### src/core/acp_pkg.sv
// constants, encodings and register map of the converter digital path config
package acp_pkg;

    // bus geometry
    localparam int ACP_ADDR_W = 8;
    localparam int ACP_DATA_W = 32;
    localparam int ACP_REG_W = 8;

    // register indices; byte address is four times the index
    localparam logic [5:0] REG_OUT_IF_CTRL = 6'h1F;
    localparam logic [5:0] REG_PAT_LOW = 6'h20;
    localparam logic [5:0] REG_PAT_MID = 6'h21;
    localparam logic [5:0] REG_PAT_HIGH = 6'h22;
    localparam logic [5:0] REG_ROUTE_CTRL = 6'h24;
    localparam logic [5:0] REG_DECIM_CTRL = 6'h25;

    // output_interface_control fields
    localparam int OIC_REDUCED_DRIVE = 7;
    localparam int OIC_SER_CLK_IN_EN = 6;
    localparam int OIC_OUT_CLK_BUF_EN = 4;
    localparam int OIC_SINGLE_EDGE = 3;
    localparam logic [7:0] OIC_WMASK = 8'hD8;
    localparam logic [7:0] OIC_RESET = 8'h10;

    // frame pattern fields
    localparam logic [7:0] PAT_FULL_WMASK = 8'hFF;
    localparam logic [7:0] PAT_HIGH_WMASK = 8'h0F;
    localparam logic [7:0] PAT_RESET = 8'h00;
    localparam int PAT_W = 20;

    // datapath_routing_control fields
    localparam int RTE_CH_AVG = 5;
    localparam int RTE_SEL_LSB = 3;
    localparam int RTE_FEATURE = 2;
    localparam int RTE_DEC_EN = 1;
    localparam logic [7:0] RTE_WMASK = 8'h3E;
    localparam logic [7:0] RTE_RESET = 8'h00;

    // decimation_control fields
    localparam int DEC_MUX_EN = 7;
    localparam int DEC_RATIO_LSB = 4;
    localparam int DEC_REAL_OUT = 3;
    localparam int DEC_MIX_PHASE = 0;
    localparam logic [7:0] DEC_WMASK = 8'hF9;
    localparam logic [7:0] DEC_RESET = 8'h00;

    // decimation ratio codes
    typedef enum logic [2:0] {
        RATIO_BYPASS = 3'h0,
        RATIO_DIV2 = 3'h1,
        RATIO_DIV4 = 3'h2,
        RATIO_DIV8 = 3'h3,
        RATIO_DIV16 = 3'h4,
        RATIO_DIV32 = 3'h5
    } acp_ratio_e;

    // filter input routing codes
    typedef enum logic [1:0] {
        ROUTE_DIRECT = 2'h0,
        ROUTE_CH_A = 2'h1,
        ROUTE_CH_B = 2'h2,
        ROUTE_AVERAGE = 2'h3
    } acp_route_e;

    // output resolution codes
    typedef enum logic [1:0] {
        RES_14 = 2'h0,
        RES_16 = 2'h1,
        RES_18 = 2'h2
    } acp_res_e;

    // frame patterns applied automatically in decimation bypass
    localparam logic [19:0] BYP_PAT_14 = 20'hFE000;
    localparam logic [19:0] BYP_PAT_16 = 20'hFF000;
    localparam logic [19:0] BYP_PAT_18 = 20'hFF800;

    // bus state machines, gray along the path
    typedef enum logic [1:0] {
        WR_IDLE = 2'h0,
        WR_RESP = 2'h1
    } acp_wr_e;
    typedef enum logic {
        RD_IDLE = 1'h0,
        RD_DATA = 1'h1
    } acp_rd_e;

    localparam logic [1:0] RESP_OKAY = 2'h0;
    localparam logic [1:0] RESP_SLVERR = 2'h2;

endpackage

### src/core/acp_top.sv
// configuration registers of the converter digital back end, axi4-lite
//
// How it works
// [RL1] reduced_drive_enable lowers cmos output drive
// [RL2] input buffer needs both enables, serial mode
// [RL3] out_clk_buffer_enable powers clock buffer, resets 1
// [RL4] single-edge clocking: rising edges, double input
// [RL5] 20-bit frame_clock_pattern spans three registers
// [RL6] bypass picks frame pattern from resolution
// [RL7] real 1-wire needs resolution-specific patterns
// [RL8] complex 1-wire, half-wire needs all ones
// [RL9] averaging gives (a+b)/2
// [RL10] averaging needs mux 11, decimator, feature path; the router averages on mux_en, select 11 and avg_en alone
// [RL11] filter_input_select routes channels to converters
// [RL12] feature_path_select zero bypasses feature block
// [RL13] decimator_enable switches both filters
// [RL14] routing only while filter_input_mux_enable set
// [RL15] 3-bit ratio: bypass, 2 to 32
// [RL16] real output: low-pass, no complex mixing
// [RL17] mixer_phase_invert flips oscillator phase
// [RL18] real mode forces tuning words to zero
// [RL19] reserved bits written zero, ignored
//
// Decided for this implementation: the AXI4-Lite slave port.
`timescale 1ns/100ps
module acp_top
    import acp_pkg::*;
#(
    parameter int SAMPLE_W = 14
) (
    input wire logic aclk, // 40 mhz clock
    input wire logic aresetn, // sync reset, active low
    input wire logic ce, // clock enable, freezes all state
    // axi4-lite write address
    input wire logic [ACP_ADDR_W-1:0] s_axi_awaddr, // byte address
    input wire logic [2:0] s_axi_awprot, // ignored
    input wire logic s_axi_awvalid, // address valid
    output logic s_axi_awready, // address taken
    // axi4-lite write data
    input wire logic [ACP_DATA_W-1:0] s_axi_wdata, // write data
    input wire logic [3:0] s_axi_wstrb, // byte enables
    input wire logic s_axi_wvalid, // data valid
    output logic s_axi_wready, // data taken
    // axi4-lite write response
    output logic [1:0] s_axi_bresp, // okay or slverr
    output logic s_axi_bvalid, // response valid
    input wire logic s_axi_bready, // response taken
    // axi4-lite read address
    input wire logic [ACP_ADDR_W-1:0] s_axi_araddr, // byte address
    input wire logic [2:0] s_axi_arprot, // ignored
    input wire logic s_axi_arvalid, // address valid
    output logic s_axi_arready, // address taken
    // axi4-lite read data
    output logic [ACP_DATA_W-1:0] s_axi_rdata, // read data
    output logic [1:0] s_axi_rresp, // okay or slverr
    output logic s_axi_rvalid, // data valid
    input wire logic s_axi_rready, // data taken
    // neighbouring configuration, same clock
    input wire logic serial_mode, // serial cmos interface chosen
    input wire logic ser_clk_companion_en, // companion input enable
    input wire logic [1:0] out_resolution, // 14, 16 or 18 bit
    // sample path
    input wire logic [SAMPLE_W-1:0] smp_a, // channel a sample
    input wire logic [SAMPLE_W-1:0] smp_b, // channel b sample
    input wire logic smp_valid, // samples valid
    output logic [SAMPLE_W-1:0] dc_a, // to down_converter a
    output logic [SAMPLE_W-1:0] dc_b, // to down_converter b
    output logic dc_valid, // routed samples valid
    // control outputs
    output logic reduced_drive, // output buffers at low drive
    output logic ser_clk_in_buf_on, // serial_clock_input buffer on
    output logic out_clk_buf_on, // output_data_clock buffer on
    output logic single_edge_clk, // data on rising edges only
    output logic [PAT_W-1:0] frame_clock_pattern, // effective pattern
    output logic feature_path_on, // data through feature block
    output logic decimator_on, // both decimation filters on
    output logic [2:0] decim_ratio, // ratio code, zero if unused
    output logic decim_bypass, // no decimation
    output logic real_output, // real low-pass decimation
    output logic complex_mix_on, // complex mixing active
    output logic tuning_word_force_zero, // clears tuning words
    output logic mixer_phase_invert // oscillator phase inverted
);

    // register file
    logic [7:0] oic;
    logic [7:0] pat_lo;
    logic [7:0] pat_mid;
    logic [7:0] pat_hi;
    logic [7:0] rte;
    logic [7:0] dec;
    logic [7:0] next_oic;
    logic [7:0] next_pat_lo;
    logic [7:0] next_pat_mid;
    logic [7:0] next_pat_hi;
    logic [7:0] next_rte;
    logic [7:0] next_dec;

    // write channel state
    acp_wr_e wr_state;
    acp_wr_e next_wr_state;
    logic aw_held;
    logic w_held;
    logic [5:0] aw_idx;
    logic aw_ok;
    logic [7:0] w_byte;
    logic w_lane;
    logic next_aw_held;
    logic next_w_held;
    logic [5:0] next_aw_idx;
    logic next_aw_ok;
    logic [7:0] next_w_byte;
    logic next_w_lane;
    logic next_awready;
    logic next_wready;
    logic next_bvalid;
    logic [1:0] next_bresp;
    logic do_write;

    // read channel state
    acp_rd_e rd_state;
    acp_rd_e next_rd_state;
    logic next_arready;
    logic next_rvalid;
    logic [1:0] next_rresp;
    logic [ACP_DATA_W-1:0] next_rdata;
    logic [7:0] rd_byte;
    logic rd_ok;

    // registered control outputs
    logic next_reduced_drive;
    logic next_ser_clk_in_buf_on;
    logic next_out_clk_buf_on;
    logic next_single_edge_clk;
    logic next_feature_path_on;
    logic next_decimator_on;
    logic [2:0] next_decim_ratio;
    logic next_decim_bypass;
    logic next_real_output;
    logic next_complex_mix_on;
    logic next_tuning_word_force_zero;
    logic next_mixer_phase_invert;

    // true when a word address lands on a mapped register
    function automatic logic idx_mapped(input logic [5:0] idx);
        case (idx)
            REG_OUT_IF_CTRL, REG_PAT_LOW, REG_PAT_MID, REG_PAT_HIGH,
            REG_ROUTE_CTRL, REG_DECIM_CTRL: idx_mapped = 1'b1;
            default: idx_mapped = 1'b0;
        endcase
    endfunction

    // unmapped slots and sub-word addresses read zero
    function automatic logic [7:0] reg_read(input logic [5:0] idx);
        case (idx)
            REG_OUT_IF_CTRL: reg_read = oic;
            REG_PAT_LOW: reg_read = pat_lo;
            REG_PAT_MID: reg_read = pat_mid;
            REG_PAT_HIGH: reg_read = pat_hi;
            REG_ROUTE_CTRL: reg_read = rte;
            REG_DECIM_CTRL: reg_read = dec;
            default: reg_read = 8'h00;
        endcase
    endfunction

    // write path: address and data taken in either order, then answer
    always_comb begin
        next_wr_state = wr_state;
        next_aw_held = aw_held;
        next_w_held = w_held;
        next_aw_idx = aw_idx;
        next_aw_ok = aw_ok;
        next_w_byte = w_byte;
        next_w_lane = w_lane;
        next_bvalid = s_axi_bvalid;
        next_bresp = s_axi_bresp;
        do_write = 1'b0;
        case (wr_state)
            WR_IDLE: begin
                if (aw_held && w_held) begin
                    do_write = aw_ok && w_lane;
                    next_aw_held = 1'b0;
                    next_w_held = 1'b0;
                    next_bvalid = 1'b1;
                    next_bresp = aw_ok ? RESP_OKAY : RESP_SLVERR;
                    next_wr_state = WR_RESP;
                end else begin
                    if (s_axi_awvalid && s_axi_awready) begin
                        next_aw_held = 1'b1;
                        next_aw_idx = s_axi_awaddr[ACP_ADDR_W-1:2];
                        next_aw_ok = (s_axi_awaddr[1:0] == 2'h0) &&
                            idx_mapped(s_axi_awaddr[ACP_ADDR_W-1:2]);
                    end
                    if (s_axi_wvalid && s_axi_wready) begin
                        next_w_held = 1'b1;
                        next_w_byte = s_axi_wdata[7:0];
                        next_w_lane = s_axi_wstrb[0];
                    end
                end
            end
            WR_RESP: begin
                if (s_axi_bready) begin
                    next_bvalid = 1'b0;
                    next_wr_state = WR_IDLE;
                end
            end
            default: begin
                next_bvalid = 1'b0;
                next_wr_state = WR_IDLE;
            end
        endcase
        // one write at a time: each ready only while its own half of the write is not held
        next_awready = (next_wr_state == WR_IDLE) && !next_aw_held;
        next_wready = (next_wr_state == WR_IDLE) && !next_w_held;
    end

    // register updates; reserved bits are masked so they stay zero
    always_comb begin
        next_oic = oic;
        next_pat_lo = pat_lo;
        next_pat_mid = pat_mid;
        next_pat_hi = pat_hi;
        next_rte = rte;
        next_dec = dec;
        if (do_write) begin
            case (aw_idx)
                REG_OUT_IF_CTRL: next_oic = w_byte & OIC_WMASK; // RL19
                REG_PAT_LOW: next_pat_lo = w_byte & PAT_FULL_WMASK;
                REG_PAT_MID: next_pat_mid = w_byte & PAT_FULL_WMASK;
                REG_PAT_HIGH: next_pat_hi = w_byte & PAT_HIGH_WMASK;
                REG_ROUTE_CTRL: next_rte = w_byte & RTE_WMASK; // RL19
                REG_DECIM_CTRL: next_dec = w_byte & DEC_WMASK; // RL19
                default: next_dec = dec;
            endcase
        end
    end

    // read path: data registered one cycle after the address is taken
    always_comb begin
        next_rd_state = rd_state;
        next_arready = (rd_state == RD_IDLE);
        next_rvalid = s_axi_rvalid;
        next_rresp = s_axi_rresp;
        next_rdata = s_axi_rdata;
        rd_ok = (s_axi_araddr[1:0] == 2'h0) &&
            idx_mapped(s_axi_araddr[ACP_ADDR_W-1:2]);
        rd_byte = rd_ok ? reg_read(s_axi_araddr[ACP_ADDR_W-1:2]) : 8'h00;
        case (rd_state)
            RD_IDLE: begin
                if (s_axi_arvalid && s_axi_arready) begin
                    next_arready = 1'b0;
                    next_rvalid = 1'b1;
                    next_rdata = {24'h000000, rd_byte};
                    next_rresp = rd_ok ? RESP_OKAY : RESP_SLVERR;
                    next_rd_state = RD_DATA;
                end
            end
            RD_DATA: begin
                if (s_axi_rready) begin
                    next_rvalid = 1'b0;
                    next_arready = 1'b1;
                    next_rd_state = RD_IDLE;
                end
            end
            default: begin
                next_rvalid = 1'b0;
                next_arready = 1'b1;
                next_rd_state = RD_IDLE;
            end
        endcase
    end

    // control decode from the register fields
    always_comb begin
        next_reduced_drive = oic[OIC_REDUCED_DRIVE]; // RL1
        next_ser_clk_in_buf_on = oic[OIC_SER_CLK_IN_EN] &&
            ser_clk_companion_en && serial_mode; // RL2
        next_out_clk_buf_on = oic[OIC_OUT_CLK_BUF_EN]; // RL3
        next_single_edge_clk = oic[OIC_SINGLE_EDGE] && serial_mode; // RL4
        next_feature_path_on = rte[RTE_FEATURE]; // RL12
        next_decimator_on = rte[RTE_DEC_EN]; // RL13
        // unused ratio codes fall back to bypass
        case (acp_ratio_e'(dec[DEC_RATIO_LSB +: 3])) // RL15
            RATIO_BYPASS, RATIO_DIV2, RATIO_DIV4, RATIO_DIV8,
            RATIO_DIV16, RATIO_DIV32:
                next_decim_ratio = dec[DEC_RATIO_LSB +: 3];
            default: next_decim_ratio = RATIO_BYPASS;
        endcase
        next_decim_bypass = (next_decim_ratio == RATIO_BYPASS);
        next_real_output = dec[DEC_REAL_OUT]; // RL16
        next_complex_mix_on = rte[RTE_DEC_EN] && !dec[DEC_REAL_OUT];
        next_tuning_word_force_zero = dec[DEC_REAL_OUT]; // RL18
        next_mixer_phase_invert = dec[DEC_MIX_PHASE]; // RL17
    end

    // all state, frozen while ce is low
    always_ff @(posedge aclk) begin
        if (!aresetn) begin
            oic <= OIC_RESET; // RL3
            pat_lo <= PAT_RESET;
            pat_mid <= PAT_RESET;
            pat_hi <= PAT_RESET;
            rte <= RTE_RESET;
            dec <= DEC_RESET;
            wr_state <= WR_IDLE;
            aw_held <= 1'b0;
            w_held <= 1'b0;
            aw_idx <= 6'h00;
            aw_ok <= 1'b0;
            w_byte <= 8'h00;
            w_lane <= 1'b0;
            s_axi_awready <= 1'b0;
            s_axi_wready <= 1'b0;
            s_axi_bvalid <= 1'b0;
            s_axi_bresp <= RESP_OKAY;
            rd_state <= RD_IDLE;
            s_axi_arready <= 1'b0;
            s_axi_rvalid <= 1'b0;
            s_axi_rresp <= RESP_OKAY;
            s_axi_rdata <= '0;
            reduced_drive <= 1'b0;
            ser_clk_in_buf_on <= 1'b0;
            out_clk_buf_on <= OIC_RESET[OIC_OUT_CLK_BUF_EN]; // RL3
            single_edge_clk <= 1'b0;
            feature_path_on <= 1'b0;
            decimator_on <= 1'b0;
            decim_ratio <= RATIO_BYPASS;
            decim_bypass <= 1'b1;
            real_output <= 1'b0;
            complex_mix_on <= 1'b0;
            tuning_word_force_zero <= 1'b0;
            mixer_phase_invert <= 1'b0;
        end else if (ce) begin
            oic <= next_oic;
            pat_lo <= next_pat_lo;
            pat_mid <= next_pat_mid;
            pat_hi <= next_pat_hi;
            rte <= next_rte;
            dec <= next_dec;
            wr_state <= next_wr_state;
            aw_held <= next_aw_held;
            w_held <= next_w_held;
            aw_idx <= next_aw_idx;
            aw_ok <= next_aw_ok;
            w_byte <= next_w_byte;
            w_lane <= next_w_lane;
            s_axi_awready <= next_awready;
            s_axi_wready <= next_wready;
            s_axi_bvalid <= next_bvalid;
            s_axi_bresp <= next_bresp;
            rd_state <= next_rd_state;
            s_axi_arready <= next_arready;
            s_axi_rvalid <= next_rvalid;
            s_axi_rresp <= next_rresp;
            s_axi_rdata <= next_rdata;
            reduced_drive <= next_reduced_drive;
            ser_clk_in_buf_on <= next_ser_clk_in_buf_on;
            out_clk_buf_on <= next_out_clk_buf_on;
            single_edge_clk <= next_single_edge_clk;
            feature_path_on <= next_feature_path_on;
            decimator_on <= next_decimator_on;
            decim_ratio <= next_decim_ratio;
            decim_bypass <= next_decim_bypass;
            real_output <= next_real_output;
            complex_mix_on <= next_complex_mix_on;
            tuning_word_force_zero <= next_tuning_word_force_zero;
            mixer_phase_invert <= next_mixer_phase_invert;
        end
    end

    // routing mux and averaging in front of the down_converters
    acp_sample_router #(
        .SAMPLE_W(SAMPLE_W)
    ) u_router (
        .aclk(aclk),
        .aresetn(aresetn),
        .ce(ce),
        .smp_a(smp_a),
        .smp_b(smp_b),
        .smp_valid(smp_valid),
        .mux_en(dec[DEC_MUX_EN]), // RL14
        .sel(rte[RTE_SEL_LSB +: 2]), // RL11
        .avg_en(rte[RTE_CH_AVG]), // RL9
        .dc_a(dc_a),
        .dc_b(dc_b),
        .dc_valid(dc_valid)
    );

    // software must pick patterns for decimating modes itself
    acp_frame_pattern u_pattern (
        .aclk(aclk),
        .aresetn(aresetn),
        .ce(ce),
        .prog_pat({pat_hi[3:0], pat_mid, pat_lo}), // RL5
        .bypass(next_decim_bypass), // RL6
        .res(out_resolution),
        .pat(frame_clock_pattern)
    );

endmodule

### src/core/acp_sample_router.sv
// averaging block and routing mux in front of the two down_converters
`timescale 1ns/100ps
module acp_sample_router
    import acp_pkg::*;
#(
    parameter int SAMPLE_W = 14
) (
    input wire logic aclk, // system clock
    input wire logic aresetn, // sync reset, active low
    input wire logic ce, // clock enable
    input wire logic [SAMPLE_W-1:0] smp_a, // channel a sample, signed
    input wire logic [SAMPLE_W-1:0] smp_b, // channel b sample, signed
    input wire logic smp_valid, // samples valid
    input wire logic mux_en, // routing mux enabled
    input wire logic [1:0] sel, // filter_input_select
    input wire logic avg_en, // channel_average_enable
    output logic [SAMPLE_W-1:0] dc_a, // to down_converter a
    output logic [SAMPLE_W-1:0] dc_b, // to down_converter b
    output logic dc_valid // outputs valid
);

    if (SAMPLE_W < 2) begin : g_chk
        $error("acp_sample_router: SAMPLE_W too small");
    end

    logic [SAMPLE_W:0] sum;
    logic [SAMPLE_W-1:0] avg;
    logic [SAMPLE_W-1:0] next_dc_a;
    logic [SAMPLE_W-1:0] next_dc_b;
    logic next_dc_valid;

    // sign-extended sum keeps the carry so the halving never wraps
    always_comb begin
        sum = {smp_a[SAMPLE_W-1], smp_a} + {smp_b[SAMPLE_W-1], smp_b};
        avg = avg_en ? sum[SAMPLE_W:1] : '0; // RL9
        next_dc_a = smp_a;
        next_dc_b = smp_b;
        if (mux_en) begin // RL14
            case (acp_route_e'(sel)) // RL11
                ROUTE_DIRECT: begin
                    next_dc_a = smp_a;
                    next_dc_b = smp_b;
                end
                ROUTE_CH_A: begin
                    next_dc_a = smp_a;
                    next_dc_b = smp_a;
                end
                ROUTE_CH_B: begin
                    next_dc_a = smp_b;
                    next_dc_b = smp_b;
                end
                default: begin
                    next_dc_a = avg;
                    next_dc_b = avg;
                end
            endcase
        end
        next_dc_valid = smp_valid;
    end

    // output registers
    always_ff @(posedge aclk) begin
        if (!aresetn) begin
            dc_a <= '0;
            dc_b <= '0;
            dc_valid <= 1'b0;
        end else if (ce) begin
            dc_a <= next_dc_a;
            dc_b <= next_dc_b;
            dc_valid <= next_dc_valid;
        end
    end

endmodule

### src/core/acp_frame_pattern.sv
// effective frame clock pattern: programmed, or automatic in bypass
`timescale 1ns/100ps
module acp_frame_pattern
    import acp_pkg::*;
(
    input wire logic aclk, // system clock
    input wire logic aresetn, // sync reset, active low
    input wire logic ce, // clock enable
    input wire logic [PAT_W-1:0] prog_pat, // programmed pattern
    input wire logic bypass, // decimation bypassed
    input wire logic [1:0] res, // output resolution code
    output logic [PAT_W-1:0] pat // pattern to the frame_clock
);

    logic [PAT_W-1:0] next_pat;

    // bypass ignores software's pattern and follows resolution
    always_comb begin
        next_pat = prog_pat; // RL5
        if (bypass) begin // RL6
            case (acp_res_e'(res))
                RES_14: next_pat = BYP_PAT_14;
                RES_16: next_pat = BYP_PAT_16;
                RES_18: next_pat = BYP_PAT_18;
                default: next_pat = BYP_PAT_14;
            endcase
        end
    end

    // pattern register
    always_ff @(posedge aclk) begin
        if (!aresetn) begin
            pat <= '0;
        end else if (ce) begin
            pat <= next_pat;
        end
    end

endmodule

### config.mk
export PLATFORM = sky130hd
export DESIGN_NAME = acp_top
export DESIGN_NICKNAME = d
export VERILOG_FILES = /design/src/core/acp_pkg.sv /design/src/core/acp_top.sv /design/src/core/acp_sample_router.sv /design/src/core/acp_frame_pattern.sv
export SDC_FILE = /design/constraint.sdc
export NUM_CORES = 1
export LEC_CHECK = 0
export BUFFER_PORTS_ARGS = -buffer_cell sky130_fd_sc_hd__buf_2
export CAP_MARGIN = 5
export CORE_MARGIN = 2
export CORE_UTILIZATION = 27
export DETAILED_ROUTE_END_ITERATION = 8
export GPL_TIMING_DRIVEN = 0
export SLEW_MARGIN = 10
export SYNTH_ARGS = -nofsm -noshare
export SYNTH_HDL_FRONTEND = slang
export SYNTH_HIERARCHICAL = 1
export SYNTH_SLANG_ARGS = --single-unit
### constraint.sdc
create_clock -name aclk -period 4.7 [get_ports aclk]
set_input_delay 0.235 -clock aclk [delete_from_list [all_inputs] [get_ports aclk]]
set_output_delay 0.235 -clock aclk [all_outputs]
set_load 0.05 [all_outputs]
* Word-level counts from Yosys, hierarchy flattened
Index checks and enable logic that the tools add are counted. W data, S select, Z words.
Operators by class: reduce and logical (&&, ||, !) cells 40, order comparisons 0, div/mod/pow operators 0, bitwise logic cells 2, equality and inequality tests 32, muxes and demuxes 40, multiply operators 0, shift-type cells 0, add/sub/neg operators 1
Operators by type and width (number):
- $eq A6 B6 Y1 const B | 15
- $pmux W14 S2 | 2
- $pmux W8 S6 | 1
- $mux W14 | 3
- $reduce_and A3 Y1 | 10
- $pmux W13 S2 | 1
- $mux W1 | 21
- $mux W20 | 1
- $eq A6 B5 Y1 const B | 3
- $reduce_or A6 Y1 | 3
- $add A14 B14 Y15 | 1
- $logic_and A1 B1 Y1 | 13
- $logic_not A2 Y1 | 5
- $mux W2 | 4
- $mux W8 | 1
- $pmux W1 S2 | 4
- $reduce_and A4 Y1 | 2
- $eq A2 B1 Y1 const B | 3
- $eq A3 B2 Y1 const B | 2
- $eq A3 B3 Y1 const B | 2
- $logic_not A3 Y1 | 2
- $ne A2 B2 Y1 const B | 3
- $eq A2 B2 Y1 const B | 2
- $pmux W2 S2 | 1
- 6 further kinds | 10
Word-level totals: bits in latches 0, memories kept 0, word-level logic and storage cells 152, register bits after elaboration 135, RAM bits 0, output and inout bits 104, ROM bits 0, bits of input ports 99

* Depth between registers and ports, before layout
Gate-level depths: netlist of the first run.
word-level depth 7, depth in mapped cells 8, mapped depth without buffers 8

* Modules after synthesis
The synthesis of the first run kept the hierarchy.
Modules (own cells, without submodules):
- acp_top | instances 1, sequential area each 1681.6 µm², area each 4007.6 µm², cells an instance 453
- acp_sample_router | instances 1, sequential area each 580.6 µm², area each 2244.7 µm², cells an instance 277
- acp_frame_pattern | instances 1, sequential area each 400.4 µm², area each 848.3 µm², cells an instance 79

* Worst setup path before layout of the first run
Ideal clock, no wire load.
kind input port to flip-flop, start point input smp_b[0], end point register u_router.dc_a[11], path buffers 0, library setup time 135 ps, required time 4565 ps, arrival 1873 ps, slack 2692 ps, cell stages on the path 8, cell sequence and2_1 -> fa_1 -> a21o_2 -> a221oi_2 -> a21boi_1 -> o21ai_0 -> xnor2_1 -> a31oi_1
On the way: cells in the longest elaborated chain, start to end 4
RTL lines:
- from (decl) | line acp_top.sv:64 | input wire logic [SAMPLE_W-1:0] smp_b,
- $add A14 B14 Y15 | line acp_sample_router.sv:34 | sum = {smp_a[SAMPLE_W-1], smp_a} + {smp_b[SAMPLE_W-1], smp_b};
- $mux W14 | line acp_sample_router.sv:35 | avg = avg_en ? sum[SAMPLE_W:1] : '0;
- $pmux W14 S2 | line acp_sample_router.sv:39 | case (acp_route_e'(sel))
- $mux W14 | line acp_sample_router.sv:38 | if (mux_en) begin
- to (signal assigned) | line acp_sample_router.sv:68 | dc_a <= next_dc_a;
- to (decl) | line acp_sample_router.sv:17 | output logic [SAMPLE_W-1:0] dc_a,
No other way between the ends. A chain may end at the register's enable or synchronous reset.

* Final worst setup path of the first run
start point register rte[4], end point register u_router.dc_a[12]
On the way: cells in the longest elaborated chain, start to end 4, elaborated cells on any way between the ends 6, classes of those cells 2 x eq/ne; 2 x mux; 2 x reduce/logical
RTL lines:
- from (decl) | line acp_top.sv:90 | logic [7:0] rte;
- from (signal assigned) | line acp_top.sv:338 | rte <= next_rte;
- $eq A2 B1 Y1 / $logic_not A2 Y1 (equally long branches) | line acp_sample_router.sv:39
- $reduce_or A2 Y1 (no source line)
- $pmux W14 S2 (*) | line acp_sample_router.sv:39
- $mux W14 (*) | line acp_sample_router.sv:38
Every way passes the cells marked *; elsewhere a longest branch is shown, timed or not.

==> flow_metrics.py, run 1 <==
metrics = {
    "timing": {
        "rsz0062_at_grt": "false",
        "fin_tns_setup_ns": 0,
        "fin_skew_ns": 0.00924,
        "fmax_ghz": 0.468,
        "worst_pin_slew_ns": 0.698,
        "setup_violations": 0,
        "fin_ws_ns": 2.56,
        "finalHoldViolCount": 0,
        "maxSlewViolCount": 0,
        "fin_crit_ns": 2.14,
        "relSlewSlack_pct": 53.5,
        "period_share_pct": 45.5,
    },
    "power_and_ir_drop": {
        "peakVddDrop_mv": 0.176,
        "cellLeakagePower_nw": 3.64,
        "power_mw": 2.94,
        "powerDensity_nw_per_um2": 331,
    },
    "synthesis": {
        "yosysSeqAreaShare_pct": 37.5,
        "synth_cell_types": 74,
        "synthFlopType": "dfxtp_1",
        "synth_edf_count": 0,
        "ys_seq_elements": 133,
        "synth_area_um2": 7100,
        "synth_area_per_cell_um2": 8.78,
        "synth_warnings": 6,
        "async_flop_share_pct": 0,
        "synthCells": 809,
    },
    "worst_setup_path": {
        "path_cells": "inv_1 > nor2_2 > a222oi_1 > nand3_1 > mux2i_1 > nor4_1",
        "worst-path-max-fanout": 10,
        "crit_required_ns": 5.03,
        "worstPathArrival_ns": 2.46,
        "path_class": "reg -> reg",
        "end_kind": "register",
        "cp-start-kind": "register",
        "slowest_stage": "dfxtp_1",
        "cpPeakStageDelay_ns": 0.61,
    },
    "job": {
        "maxCapViolCount": 0,
    },
    "place": {
        "io_buffer_count": 141,
        "placed_area_um2": 8320,
        "hpwl_um": 18000,
        "gp_congestion": 0.898,
        "pre_cts_slack_ns": 2.31,
    },
    "global_route": {
        "grt_pass1_vias": 6339,
        "antenna_found_initial": 0,
        "grt_util_all_layers_pct": 16.4,
        "grt_max_degree": 17,
        "overflow": 0,
        "grt_pass1_wl_um": 35700,
    },
    "finish": {
        "final_nets": 1108,
        "fin_util_pct": 34.3,
        "multi_input_comb_area_um2": 3980,
        "area_delta_synth_final_pct": 25.3,
        "layout_commonest_cell": "buf_2",
        "drive_gt1_share_pct": 24.7,
        "postLayoutCellArea_um2": 8900,
        "fillers": 2770,
        "n_antenna_cell": 0,
        "seqCellArea_um2": 2660,
        "mostFrequentLayoutCells": "152 x buf_2, 133 x dfxtp_1, 77 x a21oi_1, 53 x o21ai_0, 52 x nor2_1",
    },
    "detailed_routing": {
        "ant_nets": 0,
        "wire_per_inst_um": 17.5,
        "dr.pass1.iters": 5,
        "wirelength_um": 23500,
        "wl_met2_um": 10800,
        "top_layer": "met4",
        "via_count": 6918,
        "drtIter0Drc": 603,
        "routed_via_density": 5.15,
        "met1_length_um": 10700,
        "routed-wl-met3_um": 1560,
        "drc_errors": 0,
    },
    "run_status": {
        "status": "complete, no violations",
    },
    "clocking": {
        "clock-sinks": 133,
        "cts_made_buffers": 17,
        "clk_pin_slew_worst_paths_ns": 0.06,
        "post-cts-setup-buffer-count": 0,
        "hold_buffers": 0,
        "cts_tree": "built",
        "h-tree-depth": 4,
        "cts_resized": 0,
        "clockBufferDepth": 2,
        "cts_root_buf": "clkbuf_16",
        "clk_latency_ns": 0.42,
    },
    "die": {
        "initial_utilization_pct": 27.4,
        "core_um2": 25900,
        "ioPinCount": 203,
        "die_h_um": 166,
        "placementRows": 59,
        "die-area_um2": 27600,
        "die_x_um": 166,
    },
    "hold_path": {
        "min_path_type": "in -> reg",
    },
}
cells by family (layout without fill, tap and decap cells):
group	after synthesis	in the layout	synth area share [%]
buffers and inverters	98	271	7.81
other	1	26	0.0528
DFF	133	133	37.5
muxes	40	40	6.03
xor gates and xnor gates	7	7	0.863
and+or+nand+nor	264	264	21.7
AOI/OAI and AO/OA	251	251	23.3
adders and majority gates	15	15	2.75
metal layers:
layer / vias to the layer above / track usage, %
li1: 3346 / -
met1: 3263 / 21.9
met4: 0 / 4.50
met2: 278 / 26.6
met3: 31 / 3.53
met5: - / 0
path summary, 6_finish.rpt:
kind              slack, ns  cells past startpoint                 to         startpoint
setup / recovery       2.56                      6  u_router/dc_a[12]             rte[4]
hold / removal         0.05                      3          w_byte[6]     s_axi_wdata[6]
setup reg to reg       2.56                      6  u_router/dc_a[12]             rte[4]
hold reg to reg        0.45                      2  u_router/dc_b[13]  u_router/dc_b[13]
per-stage QoR:
step | cells | hold WS, ns
6_report | 1342 | 0.0493
5_1_grt | 1342 | 0.0523
4_1_cts | 1342 | 0.0359
3_5_place_dp | 1310 | 0.446
3_3_place_gp | 1310 | 0.442
2_1_floorplan | 834 | 0.373
cell usage after synthesis, drive strengths merged, types with 8 or more instances:
| library cell | instances | area, um^2 |
|---|---|---|
| nand3 | 26 | 135 |
| o221ai | 9 | 78.8 |
| ha | 14 | 175 |
| nand3b | 20 | 150 |
| nand2 | 45 | 169 |
| a22oi | 16 | 120 |
| inv | 12 | 45.0 |
| clkbuf | 34 | 128 |
| nor3 | 11 | 65.1 |
| a21boi | 17 | 128 |
| a31oi | 8 | 50.1 |
| nor2 | 53 | 201 |
| nand2b | 17 | 106 |
| nand4b | 28 | 245 |
| nand4 | 16 | 100 |
| mux2i | 36 | 360 |
| a21oi | 77 | 385 |
| nor2b | 10 | 62.6 |
| buf | 51 | 378 |
| o21ai | 64 | 320 |
| dfxtp | 133 | 2660 |
| o221a | 9 | 101 |
registers in the layout (all words and copies together), names as in the netlist, 2 cells and up:
| name | flops |
|---|---|
| pat_lo | 8 |
| decim_ratio | 3 |
| dec | 6 |
| u_pattern/pat | 20 |
| wr_state | 2 |
| u_router/dc_b | 14 |
| pat_mid | 8 |
| pat_hi | 4 |
| w_byte | 8 |
| rte | 5 |
| u_router/dc_a | 14 |
| s_axi_rdata | 8 |
| aw_idx | 6 |
| oic | 4 |
worst max-delay path, delay by kind of cell, from the launching register on:
family,cells,cell delay [ns]
compound gates,1,0.21
flops,1,0.61
simple gates,3,0.85
mux,1,0.08
buf+inv,1,0.30
area by class of cell:
cell class                      instances  area share [%]
Buffer                                 85            5.68
Inverter                               13           0.548
Clock buffer                           20            5.13
Timing Repair Buffer                  141            7.93
Tap cell                              335            4.71
Multi-Input combinational cell        603            44.7
Clock inverter                         12            1.36
Sequential cell                       133            29.9
power by group:
part	leakage [nW]	internal, mW	switching, mW
clock network	0.275	0.765	0.549
registers	1.08	1.16	0.0201
logic	2.28	0.146	0.308
total	3.64	2.07	0.877
Note: power is estimated with default switching activity, not from simulation.
==> run 2, diff against run 1 <==
--- a/config.mk
+++ b/config.mk
@@ -5,6 +5,7 @@
 export SDC_FILE = /design/constraint.sdc
 export NUM_CORES = 1
 export LEC_CHECK = 0
+export ABC_AREA = 1
 export BUFFER_PORTS_ARGS = -buffer_cell sky130_fd_sc_hd__buf_2
 export CAP_MARGIN = 5
 export CORE_MARGIN = 2
==> constraint.sdc (replaced) <==
create_clock -name aclk -period 1.77 [get_ports aclk]
set_input_delay 0.0885 -clock aclk [delete_from_list [all_inputs] [get_ports aclk]]
set_output_delay 0.0885 -clock aclk [all_outputs]
set_load 0.05 [all_outputs]
==> flow_metrics.py, run 2 <==
metrics = {
    "global_route": {
        "antenna_found_initial": 1,
        "grt_max_degree": 18,
        "grt_pass1_vias": 6853,
        "overflow": 0,
        "grt_util_all_layers_pct": 16.6,
        "grt_pass1_wl_um": 36700,
    },
    "clocking": {
        "h-tree-depth": 4,
        "cts_tree": "built",
        "clk_latency_ns": 0.42,
        "clk_pin_slew_worst_paths_ns": 0.06,
        "post-cts-setup-buffer-count": 0,
        "cts_root_buf": "clkbuf_16",
        "cts_made_buffers": 17,
        "clockBufferDepth": 2,
        "clock-sinks": 133,
    },
    "timing": {
        "relSlewSlack_pct": 58.8,
        "fmax_ghz": 0.622,
        "fin_crit_ns": 1.61,
        "finalHoldViolCount": 0,
        "maxSlewViolCount": 0,
        "worst_pin_slew_ns": 0.618,
        "period_share_pct": 90.9,
        "fin_tns_setup_ns": 0,
        "whs_ns": 0.0252,
        "fin_skew_ns": 0.0131,
        "setup_violations": 0,
        "rsz0062_at_grt": "false",
    },
    "finish": {
        "layout_commonest_cell": "nand2_1",
        "fillers": 2838,
        "area_delta_synth_final_pct": 27.7,
        "final_nets": 1336,
        "drive_gt1_share_pct": 24.4,
        "mostFrequentLayoutCells": "264 x nand2_1, 150 x buf_2, 133 x dfxtp_1, 100 x a21oi_1, 83 x inv_1",
        "multi_input_comb_area_um2": 3870,
        "seqCellArea_um2": 2660,
        "regMostFlops": "u_pattern/pat",
        "top_regs": "u_pattern/pat: 20 flops, u_router/dc_a: 14 flops, u_router/dc_b: 14 flops",
        "largest_reg_flops": 20,
    },
    "synthesis": {
        "synth_top_area_share_pct": 36.8,
        "synthFlopType": "dfxtp_1",
        "synth_cell_types": 50,
        "ys_seq_elements": 133,
        "async_flop_share_pct": 0,
        "yosysSeqAreaShare_pct": 36.8,
        "synth_area_um2": 7240,
        "synth_top_cells_by_area": "dfxtp_1 37%, nand2_1 14%, a21oi_1 7.0%, inv_1 4.3%, nor2_1 4.2%",
        "synth_most_common_cell": "nand2_1",
        "synth_area_per_cell_um2": 7.15,
        "synth_edf_count": 0,
        "synth_top_cell_by_area": "dfxtp_1",
        "synth_warnings": 6,
        "netlist_top_cells_count": "264 x nand2_1, 133 x dfxtp_1, 101 x a21oi_1, 83 x inv_1, 81 x nor2_1",
        "synthCells": 1013,
    },
    "worst_setup_path": {
        "path_cells": "clkbuf_2 > inv_1 > clkbuf_1 > a221oi_1 > nand2_1 > nand2_1 > a21oi_1",
        "crit_required_ns": 2.06,
        "slowest_stage": "dfxtp_1",
        "cpLargestDelayFamily": "buffers and inverters",
        "crit-reg2reg-launch": "dec[7]",
        "cpPeakStageDelay_ns": 0.40,
        "worst-path-max-fanout": 10,
        "path_class": "reg -> reg",
        "cp-start-kind": "register",
        "rrSetupSlack_ns": 0.16,
        "rr_worst_depth": 7,
        "path_buf_inv": 3,
        "worstReg2RegEnd": "u_router/dc_b[9]",
        "worstPathArrival_ns": 1.90,
        "crit_top_cell": "nand2_1",
        "end_kind": "register",
    },
    "die": {
        "ioPinCount": 203,
        "die_h_um": 168,
        "initial_utilization_pct": 27.6,
        "die-area_um2": 28200,
        "core_um2": 26200,
        "die_x_um": 168,
        "placementRows": 59,
    },
    "place": {
        "hpwl_um": 18400,
        "io_buffer_count": 143,
        "gp_congestion": 0.881,
    },
    "power_and_ir_drop": {
        "p_seq_share_pct": 40.8,
        "cellLeakagePower_nw": 4.19,
        "p_sw_share_pct": 30.7,
        "pwr-share-clk_pct": 43.0,
        "powerDensity_nw_per_um2": 829,
        "combinationalPowerShare_pct": 16.2,
        "internal_power_mw": 5.32,
        "p_sw_mw": 2.36,
        "peakVddDrop_mv": 0.549,
    },
    "detailed_routing": {
        "drc_errors": 0,
        "routed_via_density": 4.70,
        "via_count": 7378,
        "drtIter0Drc": 572,
        "wirelength_um": 23700,
        "wire_per_inst_um": 15.1,
        "ant_nets": 0,
        "dr.pass1.iters": 5,
    },
    "run_status": {
        "status": "complete, no violations",
    },
    "hold_path": {
        "whs_endpoint": "u_router/dc_b[0]",
        "holdPathStages": 3,
        "min_path_type": "in -> reg",
        "hold_start": "smp_b[0]",
    },
    "job": {
        "maxCapViolCount": 0,
    },
}
[run 2: power groups by stage]
stage / clock, mW / sequential (mW) / combinational (mW)
6_report: 3.30 / 3.13 / 1.24
5_1_grt: 3.51 / 3.14 / 1.35
4_1_cts: 3.38 / 3.13 / 1.24
3_5_place_dp: 0 / 3.20 / 1.20
3_3_place_gp: 0 / 3.20 / 1.19
2_1_floorplan: 0 / 3.39 / 0.663
[run 2: through the flow]
stage / util (%) / setup WS (ns) / total power, mW / instances / cell area (um^2)
2_1_floorplan: - / 0.245 / 4.06 / 1038 / 7340
3_3_place_gp: 32.3 / -0.0465 / 4.38 / 1516 / 8470
5_1_grt: 35.3 / 0.00777 / 8.00 / 1570 / 9250
4_1_cts: 35.3 / 0.0903 / 7.74 / 1571 / 9260
3_5_place_dp: 32.3 / -0.0716 / 4.39 / 1516 / 8470
6_report: 35.3 / 0.161 / 7.67 / 1571 / 9250
[run 2: final cells by class]
cell class              count  share of cell area [%]
diodes                      1                  0.0270
plain buffers              63                    4.58
clock buffers              19                    4.79
clock inverters            13                    1.20
inverters                 102                    4.14
multi-input cells         740                    41.8
flip-flops and latches    133                    28.8
well taps                 335                    4.53
repair buffers            165                    10.1
[run 2: cell families (layout without fill, tap and decap cells)]
group / Yosys count / count (layout) / share of synthesized area [%]
compound gates: 233 / 233 / 19.0
xor+xnor: 4 / 4 / 0.484
fa+ha+maj: 15 / 15 / 2.69
buf+inv: 165 / 362 / 11.1
flops: 133 / 133 / 36.8
other cells: 1 / 27 / 0.0518
simple gates: 462 / 462 / 29.9
[run 2: worst register-to-register path, delay by kind of cell (launching register included)]
| family | cells | cell delay, ns |
|---|---|---|
| AOI/OAI and AO/OA | 2 | 0.37 |
| buffers and inverters | 3 | 0.52 |
| DFF | 1 | 0.40 |
| and+or+nand+nor | 2 | 0.20 |
[run 2: how the worst max path moves through the flow]
stage	slack [ns]	cells past startpoint	end	startpoint
3_5_place_dp	-0.07	13	u_router/dc_b[11]	smp_a[0]
6_report	0.16	7	u_router/dc_b[9]	dec[7]
3_3_place_gp	-0.05	12	u_router/dc_b[7]	smp_a[0]
5_1_grt	0.008	7	u_router/dc_b[10]	dec[7]
4_1_cts	0.09	7	aw_ok	s_axi_awaddr[0]
2_1_floorplan	0.25	5	aw_idx[0]	s_axi_awready
[run 2: what timing repair did]
action,4_1_cts,5_1_grt
endpoints found under the setup margin,0,1
hold buffers,23,0
hold endpoints to repair,21,0
gates resized for setup,0,1
[run 2: per-layer routing]
layer	vias up	global-route usage (%)	part of all wire, %
met3	25	3.69	6.0
met4	0	4.35	1.5
met1	3370	20.2	43
met5	-	0	0
met2	242	29.6	50
li1	3741	-	-
==> run 3, diff against run 2 <==
--- a/config.mk
+++ b/config.mk
@@ -12,6 +12,7 @@
 export CORE_UTILIZATION = 27
 export DETAILED_ROUTE_END_ITERATION = 8
 export GPL_TIMING_DRIVEN = 0
+export REMOVE_ABC_BUFFERS = 1
 export SLEW_MARGIN = 10
 export SYNTH_ARGS = -nofsm -noshare
 export SYNTH_HDL_FRONTEND = slang
==> flow_metrics.py, run 3 (same netlist as run 2, synthesis figures left out) <==
metrics = {
    "run_status": {
        "status": "complete, no violations",
    },
    "timing": {
        "period_share_pct": 93.0,
        "finalHoldViolCount": 0,
        "fmax_ghz": 0.608,
        "maxSlewViolCount": 0,
        "relSlewSlack_pct": 43.8,
        "setup_violations": 0,
        "fin_crit_ns": 1.65,
        "fin_skew_ns": 0.0116,
        "fin_tns_setup_ns": 0,
        "worst_pin_slew_ns": 0.841,
    },
    "clocking": {
        "cts_made_buffers": 17,
        "clk_latency_ns": 0.42,
        "cts_root_buf": "clkbuf_16",
        "clockBufferDepth": 2,
        "clk_pin_slew_worst_paths_ns": 0.06,
        "h-tree-depth": 4,
        "cts_tree": "built",
        "clock-sinks": 133,
    },
    "die": {
        "initial_utilization_pct": 27.6,
        "placementRows": 59,
        "die-area_um2": 28200,
        "core_um2": 26200,
        "ioPinCount": 203,
        "die_x_um": 168,
        "die_h_um": 168,
    },
    "worst_setup_path": {
        "cpPeakStageDelay_ns": 0.57,
        "slowest_stage": "dfxtp_1",
        "cp-start-kind": "register",
        "crit_required_ns": 2.10,
        "worst-path-max-fanout": 15,
        "end_kind": "register",
        "path_cells": "inv_2 > nor2_4 > buf_12 > a221oi_1 > a21o_1 > a21oi_2",
        "path_class": "reg -> reg",
        "worstPathArrival_ns": 1.98,
    },
    "global_route": {
        "overflow": 0,
        "grt_util_all_layers_pct": 15.2,
        "antenna_found_initial": 0,
        "grt_max_degree": 46,
        "grt_pass1_wl_um": 34500,
        "grt_pass1_vias": 6562,
    },
    "detailed_routing": {
        "via_count": 7160,
        "dr.pass1.iters": 6,
        "ant_nets": 0,
        "routed_via_density": 4.74,
        "drtIter0Drc": 501,
        "wirelength_um": 22200,
        "drc_errors": 0,
        "wire_per_inst_um": 14.7,
    },
    "power_and_ir_drop": {
        "cellLeakagePower_nw": 4.00,
        "powerDensity_nw_per_um2": 893,
        "power_mw": 8.02,
        "p_sw_mw": 2.32,
        "combinationalPowerShare_pct": 14.4,
        "peakVddDrop_mv": 0.441,
        "pwr-share-clk_pct": 46.6,
        "internal_power_mw": 5.70,
        "p_seq_share_pct": 39.0,
        "p_sw_share_pct": 29.0,
    },
    "finish": {
        "mostFrequentLayoutCells": "262 x nand2_1, 142 x buf_2, 131 x dfxtp_1, 101 x a21oi_1, 82 x inv_1",
        "fin_cells": 1511,
        "regMostFlops": "u_pattern/pat",
        "fillers": 2820,
        "largest_reg_flops": 20,
        "area_delta_synth_final_pct": 24.0,
        "final_nets": 1277,
        "drive_gt1_share_pct": 22.8,
        "postLayoutCellArea_um2": 8980,
        "n_antenna_cell": 0,
        "fin_util_pct": 34.3,
        "layout_commonest_cell": "nand2_1",
        "top_regs": "u_pattern/pat: 20 flops, u_router/dc_a: 14 flops, u_router/dc_b: 14 flops",
    },
    "place": {
        "gp_congestion": 0.897,
        "hpwl_um": 15800,
        "dp.cells": 1453,
        "placed_area_um2": 8050,
        "io_buffer_count": 143,
    },
    "hold_path": {
        "min_path_type": "in -> reg",
    },
    "job": {
        "maxCapViolCount": 0,
    },
}
## run 3: layout make-up
type / instances / area (um^2) / area share [%]
Tap cell: 335 / 419 / 4.67
Timing Repair Buffer: 167 / 971 / 10.8
Clock inverter: 13 / 170 / 1.89
Clock buffer: 19 / 453 / 5.04
Sequential cell: 133 / 2670 / 29.7
Multi-Input combinational cell: 741 / 3900 / 43.4
Timing Repair inverter: 1 / 7.51 / 0.0836
Inverter: 102 / 394 / 4.39
## run 3: per-stage QoR
| stage | setup slack [ns] | hold slack, ns |
|---|---|---|
| floorplan | -0.0789 | 0.182 |
| global placement | -1.00 | 0.319 |
| detailed placement | -1.07 | 0.341 |
| CTS | 0.00922 | 0.00448 |
| global route | -0.00130 | 0.0393 |
| finish | 0.124 | 0.0222 |
## run 3: path summary, 6_finish.rpt
path	startpoint	to	slack, ns	depth (start not counted)
worst max-delay path	rte[3]	u_router/dc_b[5]	0.12	6
worst min register to register	mixer_phase_invert	mixer_phase_invert	0.45	2
worst min-delay path	s_axi_awaddr[4]	aw_idx[2]	0.02	3
worst max register to register	rte[3]	u_router/dc_b[5]	0.12	6
## run 3: power groups by stage
stage                     combinational (mW)  sequential [mW]  clock, mW
after floorplan                        0.583             3.39          0
after global placement                  1.10             3.19          0
after detailed placement                1.11             3.20          0
after CTS                               1.15             3.13       3.82
after global routing                    1.26             3.14       3.98
final                                   1.16             3.13       3.73
## run 3: timing repair
item,CTS,global route
setup buffers,0,3
resized for setup,8,7
gates cloned,0,2
hold buffers,21,0
hold endpoints to repair,20,0
setup endpoints to repair,56,48
pin swaps,0,2
## run 3: critical path: cells and delay by family, from the launching register on
family | cells | cell delay (ns)
AOI/OAI and AO/OA | 3 | 0.40
buffers and inverters | 2 | 0.43
DFF | 1 | 0.57
and+or+nand+nor | 1 | 0.17
## run 3: per-layer routing
layer  vias to the layer above  global-route usage, %  share of wire [%]
met5                         -                      0                  0
met4                         0                   4.20                1.6
met3                        21                   3.71                6.8
met2                       240                   25.6                 47
met1                      3297                   19.4                 45
li1                       3602                      -                  -
